--- config.mk ---
export PLATFORM = sky130hd
export DESIGN_NAME = reset_idle_powerdown_control
export DESIGN_NICKNAME = d
export VERILOG_FILES = /design/src/hw/pulse_cnt.v /design/src/hw/reset_idle_powerdown_control.v /design/src/hw/sync2.v
export VERILOG_INCLUDE_DIRS = /design/src /design/src/hw
export SDC_FILE = /design/constraint.sdc
export NUM_CORES = 1
export LEC_CHECK = 0
export BUFFER_PORTS_ARGS = -buffer_cell sky130_fd_sc_hd__buf_4
export CAP_MARGIN = 15
export CORE_MARGIN = 10
export CORE_UTILIZATION = 40
export DETAILED_ROUTE_END_ITERATION = 10
export SLEW_MARGIN = 30
export SYNTH_ARGS = -nofsm -noshare
export SYNTH_HDL_FRONTEND = slang
export SYNTH_SLANG_ARGS = --single-unit
export TNS_END_PERCENT = 50
--- constraint.sdc ---
create_clock -name MCLK_IN -period 2.84 [get_ports MCLK_IN]
set_input_delay 0.284 -clock MCLK_IN [delete_from_list [all_inputs] [get_ports MCLK_IN]]
set_output_delay 0.284 -clock MCLK_IN [all_outputs]
set_load 0.1 [all_outputs]
--- src/hw/pwr_rst_map.vh ---
`ifndef PWR_RST_MAP_VH
`define PWR_RST_MAP_VH
// Register offsets on the plain register port
`define PWR_CTRL_ADDR     4'h0
`define PWR_STAT_ADDR     4'h1
// Field positions inside the power control register
`define IDLE_BIT_POS      0
`define PDOWN_BIT_POS     1
`define FLAG_A_POS        2
`define FLAG_B_POS        3
`define DSPEED_POS        7
// Reset values
`define PWR_CTRL_RST      8'h00
`define RESET_VECTOR      16'h0000
// Timing counts in oscillator periods
`define WARM_RST_PERIODS  24
`define WDT_PULSE_PERIODS 96
`define KBD_WAKE_CLOCKS   1024
// Mode encodings
`define MODE_RUN          2'h0
`define MODE_IDLE         2'h1
`define MODE_PDOWN        2'h2
`define MODE_WAKE         2'h3
`endif

--- src/hw/pulse_cnt.v ---
`timescale 1ns/10ps
// Counter that reports when a condition has held for LIMIT cycles
module pulse_cnt #(
  parameter W     = 11,
  parameter LIMIT = 24
) (
  input  wire         clk,    // Block clock
  input  wire         rst_n,  // Async reset, active low
  input  wire         run,    // Count while high, clear when low
  output wire         done    // Held condition reached LIMIT
);
  // Limit cut to the counter width on purpose
  localparam integer LIMIT_I = LIMIT;
  localparam [W-1:0] LIM     = LIMIT_I[W-1:0];
  reg [W-1:0] cnt_reg;

  // Saturate at the limit so done stays up while run holds
  always @(posedge clk or negedge rst_n) begin
    if (!rst_n)
      cnt_reg <= {W{1'b0}};
    else if (!run)
      cnt_reg <= {W{1'b0}};
    else if (cnt_reg != LIM)
      cnt_reg <= cnt_reg + {{(W-1){1'b0}}, 1'b1};
  end

  assign done = (cnt_reg == LIM);
endmodule

--- src/hw/reset_idle_powerdown_control.v ---
`timescale 1ns/10ps
`include "pwr_rst_map.vh"
module reset_idle_powerdown_control (
  input  wire        MCLK_IN,        // Oscillator clock, 10 MHz
  input  wire        RESETN_IN,      // Power-on reset, active low
  input  wire        RST_PIN_IN,     // Reset pin level, active high
  input  wire        WDT_EXPIRE_IN,  // Watchdog expiry, one-cycle pulse
  input  wire        IRQ_ZERO_N_IN,  // External irq zero pin, low active
  input  wire        IRQ_ONE_N_IN,   // External irq one pin, low active
  input  wire        KBD_IRQ_IN,     // Keyboard interrupt level
  input  wire        EN_IRQ_ZERO_IN, // Irq zero enabled
  input  wire        EN_IRQ_ONE_IN,  // Irq one enabled
  input  wire        EN_KBD_IN,      // Keyboard irq enabled
  input  wire        IRQ_ZERO_HI_IN, // Irq zero has higher priority
  input  wire        IRQ_PEND_IN,    // Any enabled irq pending (core)
  input  wire        VECTOR_IN,      // Core vectors to a handler, pulse
  input  wire        EXT_CODE_IN,    // Running from external program mem
  input  wire [7:0]  PORT0_DATA_IN,  // Port 0 latch from core
  input  wire [7:0]  PORT2_DATA_IN,  // Port 2 latch from core
  input  wire [7:0]  PORT2_ADDR_IN,  // Port 2 address from fetch unit
  input  wire        ALE_CORE_IN,    // Address latch strobe from core
  input  wire        PSS_CORE_IN,    // Program store strobe from core
  input  wire [3:0]  ADDR_IN,        // Register address
  input  wire [7:0]  WDATA_IN,       // Register write data
  input  wire        WR_IN,          // Register write strobe
  input  wire        RD_IN,          // Register read strobe
  output reg  [7:0]  RDATA_OUT,      // Read data, cycle after strobe
  output reg         RST_PIN_OUT,    // Reset pin drive value (high)
  output reg         RST_PIN_OE_OUT, // Reset pin drive enable
  output reg         CORE_RST_OUT,   // Internal core reset, active high
  output reg  [15:0] FETCH_ADDR_OUT, // Start fetch address after reset
  output reg         CPU_CLK_EN_OUT, // CPU clock gate enable
  output reg         PER_CLK_EN_OUT, // Peripheral clock gate enable
  output reg         OSC_EN_OUT,     // Oscillator run enable
  output reg         ALE_OUT,        // Address latch strobe pin
  output reg         PSS_OUT,        // Program store strobe pin
  output reg  [7:0]  PORT0_OUT,      // Port 0 pin value
  output reg         PORT0_OE_OUT,   // Port 0 drive enable
  output reg  [7:0]  PORT2_OUT,      // Port 2 pin value
  output reg         WAKE_OUT        // Wake from power-down, pulse
);
  // Synchronised pin levels
  wire rst_pin_s;
  wire irq0_n_s;
  wire irq1_n_s;
  wire kbd_s;

  sync2 #(.RST_VAL(1'b0)) u_sync_rst (
    .clk   (MCLK_IN),
    .rst_n (RESETN_IN),
    .d     (RST_PIN_IN),
    .q     (rst_pin_s)
  );
  sync2 #(.RST_VAL(1'b1)) u_sync_i0 (
    .clk   (MCLK_IN),
    .rst_n (RESETN_IN),
    .d     (IRQ_ZERO_N_IN),
    .q     (irq0_n_s)
  );
  sync2 #(.RST_VAL(1'b1)) u_sync_i1 (
    .clk   (MCLK_IN),
    .rst_n (RESETN_IN),
    .d     (IRQ_ONE_N_IN),
    .q     (irq1_n_s)
  );
  sync2 #(.RST_VAL(1'b0)) u_sync_kbd (
    .clk   (MCLK_IN),
    .rst_n (RESETN_IN),
    .d     (KBD_IRQ_IN),
    .q     (kbd_s)
  );

  // Warm reset qualification: raw oscillator periods, no speed dependence
  wire warm_ok;
  pulse_cnt #(.W(11), .LIMIT(`WARM_RST_PERIODS)) u_warm (
    .clk   (MCLK_IN),
    .rst_n (RESETN_IN),
    .run   (rst_pin_s),
    .done  (warm_ok)
  );

  // Keyboard wake delay counted on the restarted clock
  reg  kbd_wait_reg;
  wire kbd_done;
  pulse_cnt #(.W(11), .LIMIT(`KBD_WAKE_CLOCKS)) u_kbd (
    .clk   (MCLK_IN),
    .rst_n (RESETN_IN),
    .run   (kbd_wait_reg),
    .done  (kbd_done)
  );

  // Watchdog pulse length counter
  reg  [6:0] wdt_cnt_reg;
  reg  [6:0] wdt_cnt_next;
  localparam integer WDT_LAST_I = `WDT_PULSE_PERIODS - 1;
  localparam [6:0]   WDT_LAST   = WDT_LAST_I[6:0];

  // Power control register and mode state
  reg  [7:0] pwr_ctrl_reg;
  reg  [7:0] pwr_ctrl_next;
  reg  [1:0] mode_reg;
  reg  [1:0] mode_next;
  reg        kbd_wait_next;
  reg        wake_next;
  reg  [7:0] port0_hold_reg;
  reg  [7:0] port2_hold_reg;
  reg        wake_src_reg;  // Wake came from external pin
  reg        wake_src_next;
  reg  [1:0] low_seen_reg;  // External pins seen low since wake began
  reg  [1:0] low_seen_next;

  localparam [1:0] RUN   = `MODE_RUN;
  localparam [1:0] IDLE  = `MODE_IDLE;
  localparam [1:0] PDOWN = `MODE_PDOWN;
  localparam [1:0] WAKE  = `MODE_WAKE;

  // Enabled wake sources while powered down
  wire irq0_act = EN_IRQ_ZERO_IN & ~irq0_n_s;
  wire irq1_act = EN_IRQ_ONE_IN & ~irq1_n_s;
  wire kbd_act  = EN_KBD_IN & kbd_s;
  wire ext_low  = irq0_act | irq1_act;
  // Completion on the first release of a pin that was seen low; a pin
  // that never went low cannot end the wait, so a single-pin wake with
  // both sources enabled still waits for its own release
  wire [1:0] ext_now = {irq1_act, irq0_act};
  wire       ext_rel = wake_src_reg & (|(low_seen_reg & ~ext_now));

  // Only a qualified reset pin level resets the core; a watchdog pulse acts only through the pin
  wire hw_reset = warm_ok;
  wire wr_ctrl  = WR_IN & (ADDR_IN == `PWR_CTRL_ADDR);

  // Mode sequencing
  always @* begin
    mode_next     = mode_reg;
    pwr_ctrl_next = pwr_ctrl_reg;
    kbd_wait_next = kbd_wait_reg;
    wake_next     = 1'b0;
    wake_src_next = wake_src_reg;
    low_seen_next = low_seen_reg;
    case (mode_reg)
      RUN: begin
        if (wr_ctrl) begin
          pwr_ctrl_next = WDATA_IN;
          // The writing instruction completes; mode changes next cycle
          if (WDATA_IN[`PDOWN_BIT_POS])
            mode_next = PDOWN;
          else if (WDATA_IN[`IDLE_BIT_POS])
            mode_next = IDLE;
        end
      end
      IDLE: begin
        // State held: only the clock to the CPU stops
        if (IRQ_PEND_IN) begin
          pwr_ctrl_next[`IDLE_BIT_POS] = 1'b0;
          mode_next = RUN;
        end
      end
      PDOWN: begin
        // Only enabled external or keyboard sources wake the part
        if (ext_low) begin
          wake_src_next = 1'b1;
          low_seen_next = ext_now;
          mode_next     = WAKE;
        end else if (kbd_act) begin
          kbd_wait_next = 1'b1;
          mode_next     = WAKE;
        end
      end
      WAKE: begin
        // Oscillator runs again; finish on pin release or key delay
        low_seen_next = low_seen_reg | ext_now;
        if (ext_rel | (kbd_wait_reg & kbd_done)) begin
          mode_next     = RUN;
          kbd_wait_next = 1'b0;
          wake_src_next = 1'b0;
          low_seen_next = 2'h0;
          wake_next     = 1'b1;
        end
      end
      default: mode_next = RUN;
    endcase
    // Vectoring after any wake clears both bits, idle is not entered;
    // a control write in the same cycle wins over the clear
    if (VECTOR_IN && mode_reg == RUN && !wr_ctrl) begin
      pwr_ctrl_next[`IDLE_BIT_POS]  = 1'b0;
      pwr_ctrl_next[`PDOWN_BIT_POS] = 1'b0;
    end
  end

  // Watchdog drives the reset pin for a fixed count
  always @* begin
    wdt_cnt_next = wdt_cnt_reg;
    if (WDT_EXPIRE_IN)
      wdt_cnt_next = WDT_LAST;
    else if (wdt_cnt_reg != 7'h00)
      wdt_cnt_next = wdt_cnt_reg - 7'h01;
  end

  // Pin stays high from the expiry edge until the edge after the count empties
  always @(posedge MCLK_IN or negedge RESETN_IN) begin
    if (!RESETN_IN) begin
      wdt_cnt_reg    <= 7'h00;
      RST_PIN_OUT    <= 1'b0;
      RST_PIN_OE_OUT <= 1'b0;
    end else begin
      wdt_cnt_reg    <= wdt_cnt_next;
      RST_PIN_OUT    <= WDT_EXPIRE_IN | (wdt_cnt_reg != 7'h00);
      RST_PIN_OE_OUT <= WDT_EXPIRE_IN | (wdt_cnt_reg != 7'h00);
    end
  end

  // State registers; reset exit rewrites the control register
  always @(posedge MCLK_IN or negedge RESETN_IN) begin
    if (!RESETN_IN) begin
      pwr_ctrl_reg <= `PWR_CTRL_RST;
      mode_reg     <= RUN;
      kbd_wait_reg <= 1'b0;
      wake_src_reg <= 1'b0;
      low_seen_reg <= 2'h0;
      WAKE_OUT     <= 1'b0;
    end else if (hw_reset) begin
      pwr_ctrl_reg <= `PWR_CTRL_RST;
      mode_reg     <= RUN;
      kbd_wait_reg <= 1'b0;
      wake_src_reg <= 1'b0;
      low_seen_reg <= 2'h0;
      WAKE_OUT     <= 1'b0;
    end else begin
      // Interrupt exit keeps every other bit untouched
      pwr_ctrl_reg <= pwr_ctrl_next;
      mode_reg     <= mode_next;
      kbd_wait_reg <= kbd_wait_next;
      wake_src_reg <= wake_src_next;
      low_seen_reg <= low_seen_next;
      WAKE_OUT     <= wake_next;
    end
  end

  // Core reset and start address
  always @(posedge MCLK_IN or negedge RESETN_IN) begin
    if (!RESETN_IN) begin
      CORE_RST_OUT   <= 1'b1;
      FETCH_ADDR_OUT <= `RESET_VECTOR;
    end else begin
      CORE_RST_OUT   <= hw_reset;
      FETCH_ADDR_OUT <= `RESET_VECTOR;
    end
  end

  // Clock gates: RAM and registers keep state since nothing is reset
  always @(posedge MCLK_IN or negedge RESETN_IN) begin
    if (!RESETN_IN) begin
      CPU_CLK_EN_OUT <= 1'b1;
      PER_CLK_EN_OUT <= 1'b1;
      OSC_EN_OUT     <= 1'b1;
    end else begin
      CPU_CLK_EN_OUT <= (mode_next == RUN) | hw_reset;
      PER_CLK_EN_OUT <= (mode_next != PDOWN) | hw_reset;
      // Oscillator stops in power-down; wake or reset restarts it
      OSC_EN_OUT     <= (mode_next != PDOWN) | hw_reset | rst_pin_s;
    end
  end

  // Pin states per mode
  always @(posedge MCLK_IN or negedge RESETN_IN) begin
    if (!RESETN_IN) begin
      ALE_OUT        <= 1'b1;
      PSS_OUT        <= 1'b1;
      PORT0_OUT      <= 8'hff;
      PORT0_OE_OUT   <= 1'b0;
      PORT2_OUT      <= 8'hff;
      port0_hold_reg <= 8'hff;
      port2_hold_reg <= 8'hff;
    end else begin
      // Freeze port latches at the moment of entry
      if (mode_reg == RUN) begin
        port0_hold_reg <= PORT0_DATA_IN;
        port2_hold_reg <= PORT2_DATA_IN;
      end
      case (mode_next)
        IDLE: begin
          ALE_OUT      <= 1'b1;
          PSS_OUT      <= 1'b1;
          PORT0_OUT    <= port0_hold_reg;
          PORT0_OE_OUT <= ~EXT_CODE_IN;
          PORT2_OUT    <= EXT_CODE_IN ? PORT2_ADDR_IN : port2_hold_reg;
        end
        PDOWN, WAKE: begin
          ALE_OUT      <= 1'b0;
          PSS_OUT      <= 1'b0;
          PORT0_OUT    <= port0_hold_reg;
          PORT0_OE_OUT <= ~EXT_CODE_IN;
          PORT2_OUT    <= port2_hold_reg;
        end
        default: begin
          ALE_OUT      <= ALE_CORE_IN;
          PSS_OUT      <= PSS_CORE_IN;
          PORT0_OUT    <= PORT0_DATA_IN;
          PORT0_OE_OUT <= 1'b1;
          PORT2_OUT    <= EXT_CODE_IN ? PORT2_ADDR_IN : PORT2_DATA_IN;
        end
      endcase
    end
  end

  // Register read port, data one cycle after the strobe
  always @(posedge MCLK_IN or negedge RESETN_IN) begin
    if (!RESETN_IN)
      RDATA_OUT <= 8'h00;
    else if (RD_IN) begin
      case (ADDR_IN)
        `PWR_CTRL_ADDR: RDATA_OUT <= pwr_ctrl_reg;
        `PWR_STAT_ADDR: RDATA_OUT <= {4'h0, wake_src_reg, kbd_wait_reg,
                                      mode_reg};
        default:        RDATA_OUT <= 8'h00;
      endcase
    end else
      RDATA_OUT <= 8'h00;
  end
endmodule

--- src/hw/sync2.v ---
`timescale 1ns/10ps
// Two-stage synchroniser for one asynchronous level
module sync2 #(
  parameter RST_VAL = 1'b0
) (
  input  wire clk,    // Block clock
  input  wire rst_n,  // Async reset, active low
  input  wire d,      // Asynchronous level
  output reg  q       // Synchronised level
);
  reg meta_reg;

  // First stage feeds only the second
  always @(posedge clk or negedge rst_n) begin
    if (!rst_n) begin
      meta_reg <= RST_VAL;
      q        <= RST_VAL;
    end else begin
      meta_reg <= d;
      q        <= meta_reg;
    end
  end
endmodule

# == After elaboration in Yosys (flattened, before gate mapping) ==
# Index checks and enable logic that the tools add are counted.
# word_totals
word_cells,141
in_bits,54
regBits,100
output_inout_bits,50
# classes
n_eq_ne,20
n_reduce_logical,23
n_bitwise,18
n_mux,45
n_addsub,3
# ops
operator,count
8-bit 2-to-1 mux,6
11-bit 2-to-1 mux,4
8-bit one-hot mux with 2 select lines,2
2-bit 2-to-1 mux,12
"11-bit by 1-bit adder with 11-bit output, second input constant",2
7-bit 2-to-1 mux,3
"3-bit != test, second input constant",4
"11-bit equality test, second input constant",1
"11-bit by 5-bit equality test with 1-bit output, second input constant",1
1-bit 2-to-1 mux,11
"11-bit != test, second input constant",1
"11-bit by 5-bit != test with 1-bit output, second input constant",1
1-bit one-hot mux with 2 select lines,5
3-bit nonzero test,3
"2-bit equality test, second input constant",4
2-bit one-hot mux with 4 select lines,1
7-bit nonzero test,1
"7-bit by 1-bit subtractor with 7-bit output, second input constant",1
1-bit bitwise AND,6
1-bit OR,6
2-bit AND reduction,3
3-bit AND reduction,2
2-bit nonzero test,3
"2-bit by 1-bit equality test with 1-bit output, second input constant",2
18 further kinds,24

# == Logic depth before layout (Yosys ltp) ==
# logic_depth
depth_word,12
mapped_depth,9

# == Cells and area by module ==
# From an unflattened synthesis, not the netlist that was laid out.
# hier_totals
cells_unflattened,412
hier_area_um2,4601.9
# modules_own_cells
mod,cells_per_inst,instances,area_per_inst_um2
reset_idle_powerdown_control,284,1,3206.8
pulse_cnt at u_warm,60,1,601.8
pulse_cnt at u_kbd,60,1,588.1
sync2 at u_sync_i0 ...,2,2,52.6
sync2 at u_sync_kbd ...,2,2,50.0

# == Worst setup path before layout ==
# OpenSTA, ideal clock, no wires.
# synth_timing
path_type,register to register
startpoint,register wdt_cnt_reg[0]
endpoint,register wdt_cnt_reg[3]
slack_ns,0.688
setup_time_ns,0.121
required_ns,2.719
arrival_ns,2.031
stages_incl_launch_ff,8
n_path_buf,0
path_cell_list,dfrtp_1 inv_1 ha_1 or4b_2 nor3_1 or4_1 xor2_1 nand2b_1
# synth_between
elab_chain_len,3
# synth_rtl
item,line_no,rtl
from (decl),reset_idle_powerdown_control.v:93,reg [6:0] wdt_cnt_reg;
from (signal assigned),reset_idle_powerdown_control.v:206,wdt_cnt_reg <= wdt_cnt_next;
7-bit by 1-bit subtractor with 7-bit output,reset_idle_powerdown_control.v:196,wdt_cnt_next = wdt_cnt_reg - 7'h01;
7-bit 2-to-1 mux,reset_idle_powerdown_control.v:195,else if (wdt_cnt_reg != 7'h00)
7-bit 2-to-1 mux,reset_idle_powerdown_control.v:193,if (WDT_EXPIRE_IN)
# Several ways; a longest one is shown, not always the timed one. The select of a mux whose other input is x is not followed.
# A chain may end at the register's enable or synchronous reset.

# == Worst setup path in the final report ==
# layout_timing
startpoint,register u_kbd.cnt_reg[0]
endpoint,register PORT2_OUT[2]
# layout_between
elab_chain_len,8
# layout_rtl
item,line_no,rtl
from (decl),pulse_cnt.v:15,reg [W-1:0] cnt_reg;
from (signal assigned),pulse_cnt.v:20,cnt_reg <= {W{1'b0}};
from (signal assigned),pulse_cnt.v:22,cnt_reg <= {W{1'b0}};
from (signal assigned),pulse_cnt.v:24,"cnt_reg <= cnt_reg + {{(W-1){1'b0}}, 1'b1};"
11-bit equality test (*),pulse_cnt.v:27,assign done = (cnt_reg == LIM);
1-bit bitwise AND (*),reset_idle_powerdown_control.v:172,if (ext_rel | (kbd_wait_reg & kbd_done)) begin
1-bit OR (*),reset_idle_powerdown_control.v:172,
2-bit 2-to-1 mux (*),reset_idle_powerdown_control.v:172,
2-bit one-hot mux with 4 select lines (*),reset_idle_powerdown_control.v:140,case (mode_reg)
2-bit equality test,reset_idle_powerdown_control.v:280,case (mode_next)
2-bit OR reduction,reset_idle_powerdown_control.v:280,
8-bit one-hot mux with 2 select lines (*),reset_idle_powerdown_control.v:280,
to (signal assigned),reset_idle_powerdown_control.v:286,PORT2_OUT <= EXT_CODE_IN ? PORT2_ADDR_IN : port2_hold_reg;
to (signal assigned),reset_idle_powerdown_control.v:293,PORT2_OUT <= port2_hold_reg;
to (signal assigned),reset_idle_powerdown_control.v:300,PORT2_OUT <= EXT_CODE_IN ? PORT2_ADDR_IN : PORT2_DATA_IN;
to (decl),reset_idle_powerdown_control.v:39,"output reg [7:0] PORT2_OUT,"
# Mark *: on every way between the ends. The rest lies on a longest branch, timed or not.

==> impl_results.md <==
* Reg-to-reg slack, setup at slightly above 0.4 ns
* Starting DRT DRC Count at about 160
* CTS Sinks at 100
* Mapped Area at 4660 um^2
* Vias post-DR at between 3,000 and 4,000
* Leak at between 2 and 3 nW
* CP Class: flop to flop
* Number of cell rows at 39
* Mapped Cells at just over 400
* Post-CTS Resized at 0
* Initial antenna violation count at 0
* Int Pwr at 3.61 mW
* CTS root buffer: clkbuf_16
* Violated checks: negative hold slack
* Die area at 16,400 um^2
* Gate power share at 0.468
* Worst Path Max Fanout at 11
* Reg2Reg Launch Point: u_kbd.cnt_reg[0]
* # nets final at 556
* Grt met2 use at 0.204
* Via count of the first global-routing pass at 3,328
* Count leader, synth: dfrtp_1
* Number of synthesized flops with an enable pin at 0
* Post-route DRC at 0
* Top Usage Layer GRT: met2
* CP Data Arrival Time at roughly 2.7 ns
* GPL Wtd Cong at 0.804
* Critical Path Start: u_kbd.cnt_reg[0]
* Net switching fraction of the power at 0.441
* Core ar. at about 11,000 um^2
* Mean post-synth cell area at between 10 and 15 um^2
* Inserted Clock Buffers at 9
* Drt total wl at 10.1 mm
* Register area share after synthesis at 0.548
* # IOs at between 100 and 150
* Starting Density at 0.409
* Wire per inst at between 15 and 20 um
* Seq pwr share at 0.339
* Worst vdd ir at a little under 0.6 mV
* RSZ-0062 raised after global routing: false
* Period utilization at 0.854
* Worst Setup End Kind: flop
* Area leader, netlist: dfrtp_1
* Worst path cell trace: inv_1, ha_1, nor4b_1, nand4_1, or3b_2, and2_1, o311ai_1
* Critical-path top delay cell: or3b_2
* Clk pwr share at 0.193
* Fmax at just over 400 MHz
* Gr usage total at 0.127
* Drt via density at roughly 4.9
* Antenna Cells at 0
* Slew Limit Headroom at 0.532
* Startpoint types: flop
* Met3 GRT Util at 0.0616
* Die width at 128 um
* CTS Hold Buffers Added at 0
* Outcome: finished with violations
* Port-buffer cells at 86
* Final HPWL DP at around 7.3 mm
* Area Overhead vs Synth at 22.9%
* Layout cells sized above 1 at 0.378
* Ranking of synthesized cells by area: dfrtp_1 (31%), dfstp_2 (24%), mux2_2 (5.8%)
* Fin. Hold Viols at 15
* Synth unique cells at 51
* Final setup vio count at 0
* Fin Setup TNS at 0 ns
* Most frequent cells after synthesis: dfrtp_1 (58), dfstp_2 (42), nand2_1 (29)
* H-tree level count at 3
* Met1 usage at 0.147
* Top cell type's share of synthesized area at 0.311
* Fin Hold WS at -0.0143 ns
* Clock latency on the worst-skew pair at about 0.34 ns
* TritonCTS clock tree: built
* Slew Limit Fails at 0
* Worst slack at placement at between 0.4 and 0.5 ns
* Largest net degree at the start of global routing at 55
* Yosys warns at 0
* MaxCap Viol Count at 0
* Cell area after layout at between 5000 and 6000 um^2
* Capturing point of the worst reg2reg path: PORT2_OUT[2]
* DIE HEIGHT at approximately 130 um
* Setup Fix Bufs, Post-CTS at 0
* Worst min-delay path category: input pin to async pin
* PnR worst setup slack at a little over 0.4 ns
* CTS max path bufs at 2
* Min Clock Period, post-route at approximately 2.4 ns
* Most used DFF post-synth: dfrtp_1
* Routed Antenna Nets at 0
* GR Overflow Total at 0
* Worst-path clk slew at 0.07 ns
* First-pass GRT wire length at around 17 mm
* Slew @ Worst Pin at 0.701 ns
* Reg2Reg Depth at 7
* Synthesis-stage register bit count at 100
* Power per Cell Area at 1130 nW/um^2
* Post-synth ARST share at 1.00
* Highest cell delay on the worst timing path at around 0.60 ns
* Dpl cell area at between 5000 and 6000 um^2
* DRT Pass-1 Iters at 4
* Psw at 2.84 mW
* Data required, critical path at a little over 3 ns
* Final Skew at slightly below 0.007 ns
-- worst max-delay path by stage --
stage                          end  depth (start not counted)  slack (ns)
floorplan           wdt_cnt_reg[3]                          7        0.69
global placement      PORT2_OUT[2]                          7        0.45
detailed placement    PORT2_OUT[2]                          7        0.43
CTS                   PORT2_OUT[2]                          7        0.41
global route           mode_reg[0]                          7        0.27
finish                PORT2_OUT[2]                          7        0.42
-- power by group through the flow --
stage	sequential (mW)	clock, mW	combinational [mW]
after floorplan	3.39	0	1.25
after global placement	2.20	0	3.02
after detailed placement	2.22	0	3.05
after CTS	2.19	1.29	3.06
after global routing	2.24	1.34	3.22
final	2.19	1.25	3.02
-- kinds of logic (layout without fill, tap and decap cells) --
| group | after synthesis | after routing | synth area share |
|---|---|---|---|
| compound gates | 48 | 48 | 0.0789 |
| xor+xnor | 20 | 20 | 0.0376 |
| fa+ha+maj | 5 | 5 | 0.0134 |
| buf+inv | 51 | 128 | 0.0582 |
| flops | 100 | 100 | 0.548 |
| mux | 37 | 37 | 0.0858 |
| other cells | 1 | 16 | 0.000804 |
| simple gates | 148 | 148 | 0.178 |
-- cells in the final DEF (no fill, tap or decap), types with 3 or more instances in the layout --
cell type / count
xnor2_1: 11
nand2_1: 29
conb_1: 16
xor2_1: 9
dfstp_2: 42
o21a_1: 3
mux2_2: 24
o21ai_0: 18
a21oi_1: 5
o311ai_2: 7
ha_1: 5
nand4_1: 12
clkbuf_16: 9
nor2b_1: 15
nand3_1: 9
nand2b_1: 11
dfrtp_1: 58
buf_4: 93
nor2_1: 23
and2_1: 23
mux2i_1: 13
inv_1: 17
nor3_1: 4
and3_1: 5
-- layer usage --
metal	routed length, um	part of all wire
met1	4260	0.42
met2	4960	0.49
met3	719	0.071
met4	154	0.015
met5	0	0
-- per-stage QoR --
step / cells / utilization / total power, mW
4_1_cts: 645 / 0.502 / 6.54
5_1_grt: 645 / 0.502 / 6.80
6_report: 645 / 0.502 / 6.45
3_3_place_gp: 629 / 0.475 / 5.22
3_5_place_dp: 629 / 0.475 / 5.26
2_1_floorplan: 425 / - / 4.64
-- area by class of cell --
class | instances | area [um^2]
fillers | 1051 | 5690
multi-input cells | 274 | 1910
clock inverters | 4 | 47.5
clock buffers | 12 | 256
inverters | 18 | 67.6
well taps | 143 | 179
repair buffers | 94 | 718
flip-flops and latches | 100 | 2550
-- worst max-delay path: cells and delay by family (launching register included) --
family,cells,cell delay (ns)
compound gates,1,0.34
buf+inv,1,0.06
simple gates,4,1.32
fa+ha+maj,1,0.18
flops,1,0.42
(Power assumes the default switching activity.)
